## config.mk

```make
export PLATFORM = sky130hd
export DESIGN_NAME = abn_quadrature_encoder_counter
export DESIGN_NICKNAME = d
export VERILOG_FILES = /design/src/inc/abn_encoder_pkg.sv /design/src/verilog/abn_quadrature_encoder_counter.sv
export SDC_FILE = /design/constraint.sdc
export NUM_CORES = 1
export LEC_CHECK = 0
export BUFFER_PORTS_ARGS = -buffer_cell sky130_fd_sc_hd__buf_2
export CAP_MARGIN = 10
export CORE_ASPECT_RATIO = 0.9
export CORE_MARGIN = 2
export CORE_UTILIZATION = 57
export DETAILED_ROUTE_END_ITERATION = 10
export GPL_ROUTABILITY_DRIVEN = 1
export GPL_TIMING_DRIVEN = 0
export PLACE_DENSITY = 0.89
export SETUP_SLACK_MARGIN = 0.4
export SYNTH_ARGS = -nofsm -noshare
export SYNTH_HDL_FRONTEND = slang
export SYNTH_SLANG_ARGS = --single-unit
```

## constraint.sdc

```tcl
create_clock -name mclk -period 5.45 [get_ports mclk]
set_input_delay 0 -clock mclk [delete_from_list [all_inputs] [get_ports mclk]]
set_output_delay 0 -clock mclk [all_outputs]
set_load 0.05 [all_outputs]
```

## src/inc/abn_encoder_pkg.sv

```systemverilog
// Behaviour
// - add or subtract the factor on every A or B polarity change.
// - binary mode factor is signed 16.16 fixed point.
// - decimal mode low half is 0..9999 ten-thousandths; software keeps it there.
// - a negated factor reverses the counting direction.
// - negatives are two's complement, or decimal integer/10000-fraction complements.
// - position is readable; A, B and N polarity is selectable.
// - continuous index mode acts on every index event.
// - single-shot index mode acts once, then disarms itself.
// - index accepted only while A and B sit at selected levels, unless the ignore-A/B mode bit is set.
// - clear on index needs clear bit plus single-shot or continuous mode.
// - accepted index copies position into the latch register.
// - index clear or latch sets the status event flag.
// - interrupt output is active while the event flag is set.
// - reading status clears the flag; a coinciding event is lost.
// - A, B, N need three stable clocks to pass the filter.
// - filtering limits guaranteed counting rate to two thirds of clock.
// - global configuration enables the encoder; index channel is optional.
package abn_encoder_pkg;
  localparam int          ADDR_W            = 8;
  localparam int          FILTER_CYCLES     = 3;
  localparam logic [7:0]  GLOBAL_CONFIG_OFS = 8'h00;
  localparam logic [7:0]  MODE_CONFIG_OFS   = 8'h04;
  localparam logic [7:0]  POSITION_OFS      = 8'h08;
  localparam logic [7:0]  FACTOR_OFS        = 8'h0C;
  localparam logic [7:0]  STATUS_OFS        = 8'h10;
  localparam logic [7:0]  LATCH_OFS         = 8'h14;
  localparam int          GC_ENC_EN         = 0;
  localparam int          GC_INDEX_EN       = 1;
  localparam int          MD_QUAL_A         = 0;
  localparam int          MD_QUAL_B         = 1;
  localparam int          MD_N_HIGH         = 2;
  localparam int          MD_IGNORE_AB      = 3;
  localparam int          MD_CLR_CONT       = 4;
  localparam int          MD_CLR_ONCE       = 5;
  localparam int          MD_INVERT_AB      = 6;
  localparam int          MD_CLR_POS        = 8;
  localparam int          MD_DECIMAL        = 10;
  localparam int          ST_EVENT          = 0;
  localparam logic [31:0] GLOBAL_CONFIG_RST = 32'h0000_0003;
  localparam logic [31:0] MODE_CONFIG_RST   = 32'h0000_0004;
  localparam logic [31:0] FACTOR_RST        = 32'h0001_0000;
  localparam logic [31:0] GLOBAL_CONFIG_MSK = 32'h0000_0003;
  localparam logic [31:0] MODE_CONFIG_MSK   = 32'h0000_057F;
  localparam logic [16:0] DEC_ONE           = 17'h0_2710;
  localparam logic [1:0]  RESP_OKAY         = 2'h0;
  localparam logic [1:0]  RESP_SLVERR       = 2'h2;
  localparam logic [1:0]  STEP_NONE         = 2'h0;
  localparam logic [1:0]  STEP_UP           = 2'h1;
  localparam logic [1:0]  STEP_DOWN         = 2'h2;
endpackage

```

## src/verilog/abn_quadrature_encoder_counter.sv

```systemverilog
`timescale 1ns/10ps
`default_nettype none
module abn_quadrature_encoder_counter #(
  parameter int FILT = abn_encoder_pkg::FILTER_CYCLES
)(
  input  wire logic                               mclk,
  input  wire logic                               rst_n,
  input  wire logic                               enc_a,
  input  wire logic                               enc_b,
  input  wire logic                               enc_n,
  output var  logic                               irq,
  input  wire logic [abn_encoder_pkg::ADDR_W-1:0] s_axi_awaddr,
  input  wire logic                               s_axi_awvalid,
  output var  logic                               s_axi_awready,
  input  wire logic [31:0]                        s_axi_wdata,
  input  wire logic [3:0]                         s_axi_wstrb,
  input  wire logic                               s_axi_wvalid,
  output var  logic                               s_axi_wready,
  output var  logic [1:0]                         s_axi_bresp,
  output var  logic                               s_axi_bvalid,
  input  wire logic                               s_axi_bready,
  input  wire logic [abn_encoder_pkg::ADDR_W-1:0] s_axi_araddr,
  input  wire logic                               s_axi_arvalid,
  output var  logic                               s_axi_arready,
  output var  logic [31:0]                        s_axi_rdata,
  output var  logic [1:0]                         s_axi_rresp,
  output var  logic                               s_axi_rvalid,
  input  wire logic                               s_axi_rready
);
  import abn_encoder_pkg::*;

  logic [2:0]        sync1;
  logic [2:0]        sync2;
  logic [FILT-1:0]   hist_a;
  logic [FILT-1:0]   hist_b;
  logic [FILT-1:0]   hist_n;
  logic              a_filt;
  logic              b_filt;
  logic              n_filt;
  logic [1:0]        ab_q;
  logic              n_act_q;
  logic [31:0]       global_configuration;
  logic [31:0]       encoder_mode_config;
  logic [31:0]       factor;
  logic [31:0]       acc_int;
  logic [15:0]       acc_frac;
  logic [31:0]       latch;
  logic              event_flag;
  logic [ADDR_W-1:0] wr_addr;
  logic [31:0]       wr_data;
  logic [3:0]        wr_strb;
  logic              aw_held;
  logic              w_held;
  logic              wr_fire;
  logic              rd_take;
  logic              rd_status;
  logic [1:0]        ab_now;
  logic [1:0]        step;
  logic              n_act;
  logic              qualified;
  logic              index_act;
  logic              index_clear;
  logic              pos_wr;
  logic [47:0]       next_acc;

  function automatic logic [31:0] merge(input logic [31:0] old, input logic [31:0] data, input logic [3:0] strb);
    logic [31:0] r;
    r = old;
    for (int i = 0; i < 4; i++)
    begin
      r[8*i +: 8] = strb[i] ? data[8*i +: 8] : old[8*i +: 8];
    end
    return r;
  endfunction
  // A leading B counts up: 00 -> 10 -> 11 -> 01 -> 00
  function automatic logic [1:0] quad_step(input logic [1:0] prev, input logic [1:0] now);
    case ({prev, now})
      4'h2, 4'hB, 4'hD, 4'h4: return STEP_UP;
      4'h8, 4'hE, 4'h7, 4'h1: return STEP_DOWN;
      default: return STEP_NONE;
    endcase
  endfunction

  function automatic logic [47:0] dec_step(input logic [31:0] ai, input logic [15:0] af,
                                           input logic [31:0] k, input logic up);
    logic [16:0] fs;
    logic [31:0] ki;
    logic        c;
    ki = {{16{k[31]}}, k[31:16]};
    if (up)
    begin
      fs = {1'b0, af} + {1'b0, k[15:0]};
      c  = (fs >= DEC_ONE);
      fs = c ? fs - DEC_ONE : fs;
      return {ai + ki + {31'h0, c}, fs[15:0]};
    end
    c  = (af < k[15:0]);
    fs = {1'b0, af} - {1'b0, k[15:0]};
    fs = c ? fs + DEC_ONE : fs;
    return {ai - ki - {31'h0, c}, fs[15:0]};
  endfunction
  // pin synchroniser, two stages
  always_ff @(posedge mclk or negedge rst_n)
  begin
    if (!rst_n)
    begin
      sync1 <= 3'h0;
      sync2 <= 3'h0;
    end
    else
    begin
      sync1 <= {enc_n, enc_b, enc_a};
      sync2 <= sync1;
    end
  end

  // spike filter: output follows only a level held for FILT clocks
  always_ff @(posedge mclk or negedge rst_n)
  begin
    if (!rst_n)
    begin
      hist_a <= '0;
      hist_b <= '0;
      hist_n <= '0;
      a_filt <= 1'b0;
      b_filt <= 1'b0;
      n_filt <= 1'b0;
    end
    else
    begin
      hist_a <= {hist_a[FILT-2:0], sync2[0]};
      hist_b <= {hist_b[FILT-2:0], sync2[1]};
      hist_n <= {hist_n[FILT-2:0], sync2[2]};
      if (&hist_a || ~|hist_a) a_filt <= hist_a[0];
      if (&hist_b || ~|hist_b) b_filt <= hist_b[0];
      if (&hist_n || ~|hist_n) n_filt <= hist_n[0];
    end
  end

  always_comb
  begin
    ab_now      = {a_filt, b_filt} ^ {2{encoder_mode_config[MD_INVERT_AB]}};
    step        = global_configuration[GC_ENC_EN] ? quad_step(ab_q, ab_now) : STEP_NONE;
    n_act       = encoder_mode_config[MD_N_HIGH] ? n_filt : ~n_filt;
    qualified   = encoder_mode_config[MD_IGNORE_AB] ||
                  (ab_now == {encoder_mode_config[MD_QUAL_A], encoder_mode_config[MD_QUAL_B]});
    index_act   = n_act && !n_act_q && qualified && global_configuration[GC_INDEX_EN] &&
                  global_configuration[GC_ENC_EN] &&
                  (encoder_mode_config[MD_CLR_CONT] || encoder_mode_config[MD_CLR_ONCE]);
    index_clear = index_act && encoder_mode_config[MD_CLR_POS];
    wr_fire     = aw_held && w_held && !s_axi_bvalid;
    rd_take     = s_axi_arvalid && s_axi_arready;
    rd_status   = rd_take && (s_axi_araddr == STATUS_OFS);
    pos_wr      = wr_fire && (wr_addr == POSITION_OFS);
    if (encoder_mode_config[MD_DECIMAL])
    begin
      next_acc = dec_step(acc_int, acc_frac, factor, step == STEP_UP);
    end
    else if (step == STEP_UP)
    begin
      next_acc = {acc_int, acc_frac} + {{16{factor[31]}}, factor};
    end
    else
    begin
      next_acc = {acc_int, acc_frac} - {{16{factor[31]}}, factor};
    end
  end

  always_ff @(posedge mclk or negedge rst_n)
  begin
    if (!rst_n)
    begin
      ab_q    <= 2'h0;
      n_act_q <= 1'b0;
    end
    else
    begin
      ab_q    <= ab_now;
      n_act_q <= n_act;
    end
  end

  // position accumulator; index clear beats a step in the same clock
  always_ff @(posedge mclk or negedge rst_n)
  begin
    if (!rst_n)
    begin
      acc_int  <= 32'h0000_0000;
      acc_frac <= 16'h0000;
    end
    else if (index_clear)
    begin
      acc_int  <= 32'h0000_0000;
      acc_frac <= 16'h0000;
    end
    else if (pos_wr)
    begin
      acc_int  <= merge(acc_int, wr_data, wr_strb);
      acc_frac <= 16'h0000;
    end
    else if (step != STEP_NONE)
    begin
      {acc_int, acc_frac} <= next_acc;
    end
  end

  always_ff @(posedge mclk or negedge rst_n)
  begin
    if (!rst_n)
    begin
      latch <= 32'h0000_0000;
    end
    else if (index_act)
    begin
      latch <= acc_int;
    end
  end

  // read of status clears the flag even if an event lands in the same clock
  always_ff @(posedge mclk or negedge rst_n)
  begin
    if (!rst_n)
    begin
      event_flag <= 1'b0;
      irq        <= 1'b0;
    end
    else
    begin
      event_flag <= rd_status ? 1'b0 : (event_flag || index_act);
      irq        <= rd_status ? 1'b0 : (event_flag || index_act);
    end
  end

  always_ff @(posedge mclk or negedge rst_n)
  begin
    if (!rst_n)
    begin
      global_configuration <= GLOBAL_CONFIG_RST;
      encoder_mode_config  <= MODE_CONFIG_RST;
      factor               <= FACTOR_RST;
    end
    else
    begin
      if (wr_fire && wr_addr == GLOBAL_CONFIG_OFS)
      begin
        global_configuration <= merge(global_configuration, wr_data, wr_strb) & GLOBAL_CONFIG_MSK;
      end
      if (wr_fire && wr_addr == MODE_CONFIG_OFS)
      begin
        encoder_mode_config <= merge(encoder_mode_config, wr_data, wr_strb) & MODE_CONFIG_MSK;
      end
      else if (index_act)
      begin
        encoder_mode_config[MD_CLR_ONCE] <= 1'b0;
      end
      if (wr_fire && wr_addr == FACTOR_OFS)
      begin
        factor <= merge(factor, wr_data, wr_strb);
      end
    end
  end

  // write channels taken in either order, answered after both
  always_ff @(posedge mclk or negedge rst_n)
  begin
    if (!rst_n)
    begin
      aw_held       <= 1'b0;
      w_held        <= 1'b0;
      wr_addr       <= '0;
      wr_data       <= 32'h0000_0000;
      wr_strb       <= 4'h0;
      s_axi_awready <= 1'b1;
      s_axi_wready  <= 1'b1;
      s_axi_bvalid  <= 1'b0;
      s_axi_bresp   <= RESP_OKAY;
    end
    else
    begin
      if (s_axi_awvalid && s_axi_awready)
      begin
        aw_held       <= 1'b1;
        wr_addr       <= s_axi_awaddr;
        s_axi_awready <= 1'b0;
      end
      if (s_axi_wvalid && s_axi_wready)
      begin
        w_held       <= 1'b1;
        wr_data      <= s_axi_wdata;
        wr_strb      <= s_axi_wstrb;
        s_axi_wready <= 1'b0;
      end
      if (wr_fire)
      begin
        aw_held      <= 1'b0;
        w_held       <= 1'b0;
        s_axi_bvalid <= 1'b1;
        s_axi_bresp  <= (wr_addr <= LATCH_OFS && wr_addr[1:0] == 2'h0) ? RESP_OKAY : RESP_SLVERR;
      end
      if (s_axi_bvalid && s_axi_bready)
      begin
        s_axi_bvalid  <= 1'b0;
        s_axi_awready <= 1'b1;
        s_axi_wready  <= 1'b1;
      end
    end
  end

  always_ff @(posedge mclk or negedge rst_n)
  begin
    if (!rst_n)
    begin
      s_axi_arready <= 1'b1;
      s_axi_rvalid  <= 1'b0;
      s_axi_rdata   <= 32'h0000_0000;
      s_axi_rresp   <= RESP_OKAY;
    end
    else if (rd_take)
    begin
      s_axi_arready <= 1'b0;
      s_axi_rvalid  <= 1'b1;
      s_axi_rresp   <= RESP_OKAY;
      case (s_axi_araddr)
        GLOBAL_CONFIG_OFS: s_axi_rdata <= global_configuration;
        MODE_CONFIG_OFS:   s_axi_rdata <= encoder_mode_config;
        POSITION_OFS:      s_axi_rdata <= acc_int;
        FACTOR_OFS:        s_axi_rdata <= factor;
        STATUS_OFS:        s_axi_rdata <= {31'h0, event_flag};
        LATCH_OFS:         s_axi_rdata <= latch;
        default:
        begin
          s_axi_rdata <= 32'h0000_0000;
          s_axi_rresp <= RESP_SLVERR;
        end
      endcase
    end
    else if (s_axi_rvalid && s_axi_rready)
    begin
      s_axi_rvalid  <= 1'b0;
      s_axi_arready <= 1'b1;
    end
  end
endmodule
`default_nettype wire

```

==> flow_summary.ini <==
[grt]
use_met1_pct = 60.9
grt_pass1_vias = 20305
grt-ovfl-total = 0
use_met3_pct = 13.2
grt.busiest_layer = met2
met2_usage_pct = 68.3
grt_use_total_pct = 45.7
grt_first_pass_wirelength_um = 126000
grt_max_degree = 117
antenna_found_initial = 2

[drt]
ant_nets = 0
dr.pass1.iters = 6
routed_wl_um = 84400
wl_per_cell_um = 27.6
routed-via-count = 20853
drc = 0
drtIter0Drc = 2808
vias_per_cell = 6.82

[sta]
clock.fmax_mhz = 166
fin_crit_sh_pct = 111
finClkSkew_ns = 0.0261
final_max_slew_viol_count = 0
setup_violations = 22
maxSlewHeadroom_pct = 11.7
rsz0062_at_grt = true
tightest_slew_ns = 1.32
fin_crit_ns = 6.04
fin_ws_ns = -0.587
hold_viol_final = 0

[worst_setup_path]
rr_worst_depth = 26
arrival_ns = 6.51
worst_setup_path_start_kind = flop
path_class = reg -> reg
endpoint_kind = flop
cp_max_fo = 5
r2r-start = factor[0]
critPathLaunch = factor[0]
crit_required_ns = 5.92

[floorplan]
placementRows = 64
die_x_um = 200
start_util_pct = 58.0
die_y_um = 181
core_area_um2 = 34000
dieArea_um2 = 36100
ios = 104

[synth]
netlist_instances = 2306
yosysSeqAreaShare_pct = 29.2
ys_seq_elements = 230
synth_ff_type = dfrtp_1
synthArstFlopShare_pct = 100
yosys_warnings = 0
syn_area_um2 = 19700
avgSynthCellArea_um2 = 8.56
synth-edff-count = 0
yosysUniqueCellTypes = 90

[run_status]
status = finished, violations left
violations = negative setup slack

[finish]
syn_to_final_growth_pct = 21.6
final_nets = 2814
fin_cells = 3057
stdcell_area_um2 = 24000
drive_gt1_share_pct = 20.8
fillers = 2494

[clock_tree]
cts_tree = built
cts_buffers = 26
path_clk_slew_ns = 0.07
clockBufferDepth = 3
clock_sinks = 230
htree_levels = 1
cts_root_buffer = clkbuf_16
clk_latency_ns = 0.60

[min_path]
hold-path-cell-count = 2
min-delay-start = enc_n
min_path_type = in -> reg

[pwr]
peakVddDrop_mv = 0.380
p_leak_nw = 11.3
power_mw = 11.4
p_per_area_nw_per_um2 = 473

[place]
place_inst = 2872
place.gp.congestion = 1.01
io_buffers = 101
hpwl_um = 59200
pre_cts_ws_ns = -1.99
place_area_um2 = 21000

[job]
cap_violations = 0
## sequential cells by signal, indices dropped and copies added (netlist names), 2 cells and up
signal	flops
wr_data	32
acc_frac	16
latch	32
wr_strb	4
hist_b	3
encoder_mode_config	9
sync2	3
sync1	3
hist_a	3
acc_int	32
factor	32
wr_addr	8
global_configuration	2
s_axi_rdata	32
hist_n	3
ab_q	2
## final timing paths
| check | slack (ns) | end |
|---|---|---|
| hold / removal | 0.07 | sync1[2] |
| setup reg to reg | -0.59 | acc_int[18] |
| min in group asynchronous | 0.09 | acc_frac[8] |
| max in group asynchronous | 4.19 | s_axi_rdata[27] |
| hold reg to reg | 0.35 | hist_a[0] |
| setup / recovery | -0.59 | acc_int[18] |
## power by group
group	leakage, nW	internal, mW	switching, mW
Combinational	7.87	2.95	4.11
Clock	0.434	1.05	0.843
Sequential	3.00	1.98	0.416
Total	11.3	5.98	5.37
## logic make-up after synthesis
logic type / after synthesis / synth area share [%]
xor+xnor: 160 / 7.10
buf+inv: 264 / 5.21
flops: 230 / 29.2
other cells: 1 / 0.0190
mux: 143 / 8.06
fa+ha+maj: 178 / 11.5
simple gates: 613 / 14.8
compound gates: 717 / 24.1
## placed cells by master, fill, tap and decap left out, types with 13 or more instances in the layout
master	count
dfrtp_1	209
nand2_1	203
ha_1	168
inv_1	167
o21ai_0	157
a21oi_1	152
nor2_1	142
mux2_2	128
xnor2_1	111
buf_2	106
clkbuf_1	63
dlygate4sd3_1	62
buf_4	57
a21o_1	55
nand3_1	45
xor2_1	43
o211ai_1	35
nor3_1	31
a22oi_1	31
or3_1	30
clkbuf_16	27
nand2b_1	23
buf_6	23
o21bai_1	22
nand4_1	21
nor2b_1	20
and3_1	19
o21a_1	18
a21oi_2	16
a31oi_1	15
mux2i_1	14
dfrtp_2	14
a222oi_1	13
## worst max-delay path, cell delays in order, from the launching register on
cell and delay, ns:
dfrtp_2 0.50, ha_4 0.19, inv_4 0.03, fa_2 0.38, o21ba_4 0.21, a2111o_1 0.45, a21o_4 0.29, mux2i_2 0.23
nor4_4 0.08, a211o_2 0.33, a21oi_4 0.18, nor2_4 0.07, fa_2 0.37, fa_2 0.39, o21bai_4 0.19, o2111ai_4 0.15
a21oi_4 0.34, o21ai_4 0.16, buf_6 0.16, buf_6 0.10, buf_6 0.12, o311ai_4 0.24, a21oi_2 0.09, xnor2_1 0.14
a21oi_1 0.19, a21oi_1 0.10, o211ai_1 0.22
## metal layers
layer	wire length [um]	share of wire, %
met5	13	0.015
met4	4890	5.8
met1	33300	39
met2	35300	42
met3	10900	13
## cell usage after synthesis, types with 13 or more instances
| library cell | n | area [um2] |
|---|---|---|
| xnor2_1 | 116 | 1020 |
| a222oi_1 | 13 | 130 |
| nand2b_1 | 23 | 144 |
| or3_1 | 31 | 194 |
| a21oi_1 | 175 | 876 |
| o211ai_1 | 35 | 263 |
| inv_1 | 171 | 642 |
| nor2b_1 | 21 | 131 |
| o21bai_1 | 24 | 180 |
| nor3_1 | 34 | 170 |
| mux2_2 | 128 | 1440 |
| a31oi_1 | 20 | 125 |
| dfrtp_1 | 223 | 5580 |
| nand2_1 | 211 | 792 |
| a21o_1 | 56 | 420 |
| nor2_1 | 147 | 552 |
| o21ai_0 | 177 | 886 |
| clkbuf_1 | 76 | 285 |
| o21a_1 | 18 | 135 |
| nand4_1 | 21 | 131 |
| xor2_1 | 44 | 385 |
| nor4_1 | 13 | 81.3 |
| ha_1 | 171 | 2140 |
| o31ai_1 | 17 | 128 |
| nand3_1 | 45 | 225 |
| a22oi_1 | 31 | 233 |
| mux2i_1 | 15 | 150 |
| and3_1 | 19 | 119 |
## through the flow
step | utilization, % | hold WS (ns) | setup TNS, ns
after floorplan | - | -0.296 | 0
after global placement | 61.5 | 0.112 | -44.55
after detailed placement | 61.7 | 0.110 | -47.89
after CTS | 69.2 | 0.0947 | -4.39
after global routing | 70.5 | 0.0902 | -10.64
final | 70.5 | 0.0706 | -7.75
## layout make-up
| class | count | area (um2) | share of cell area (%) |
|---|---|---|---|
| buffer | 93 | 477 | 1.99 |
| inverter | 171 | 644 | 2.68 |
| timing repair buffer | 239 | 1830 | 7.60 |
| multi-input combinational | 1813 | 13800 | 57.5 |
| clock buffer | 39 | 779 | 3.25 |
| tap | 462 | 578 | 2.41 |
| antenna | 1 | 2.50 | 0.0104 |
| sequential | 230 | 5780 | 24.1 |
| clock inverter | 9 | 116 | 0.485 |
## what timing repair did
action,CTS,global route
buffers inserted,53,18
endpoints found under the hold margin,168,0
setup endpoints to repair,46,33
resized for setup,162,66
hold buffers,62,0
pin swaps,76,34
Power figures use the tool's default switching activity.
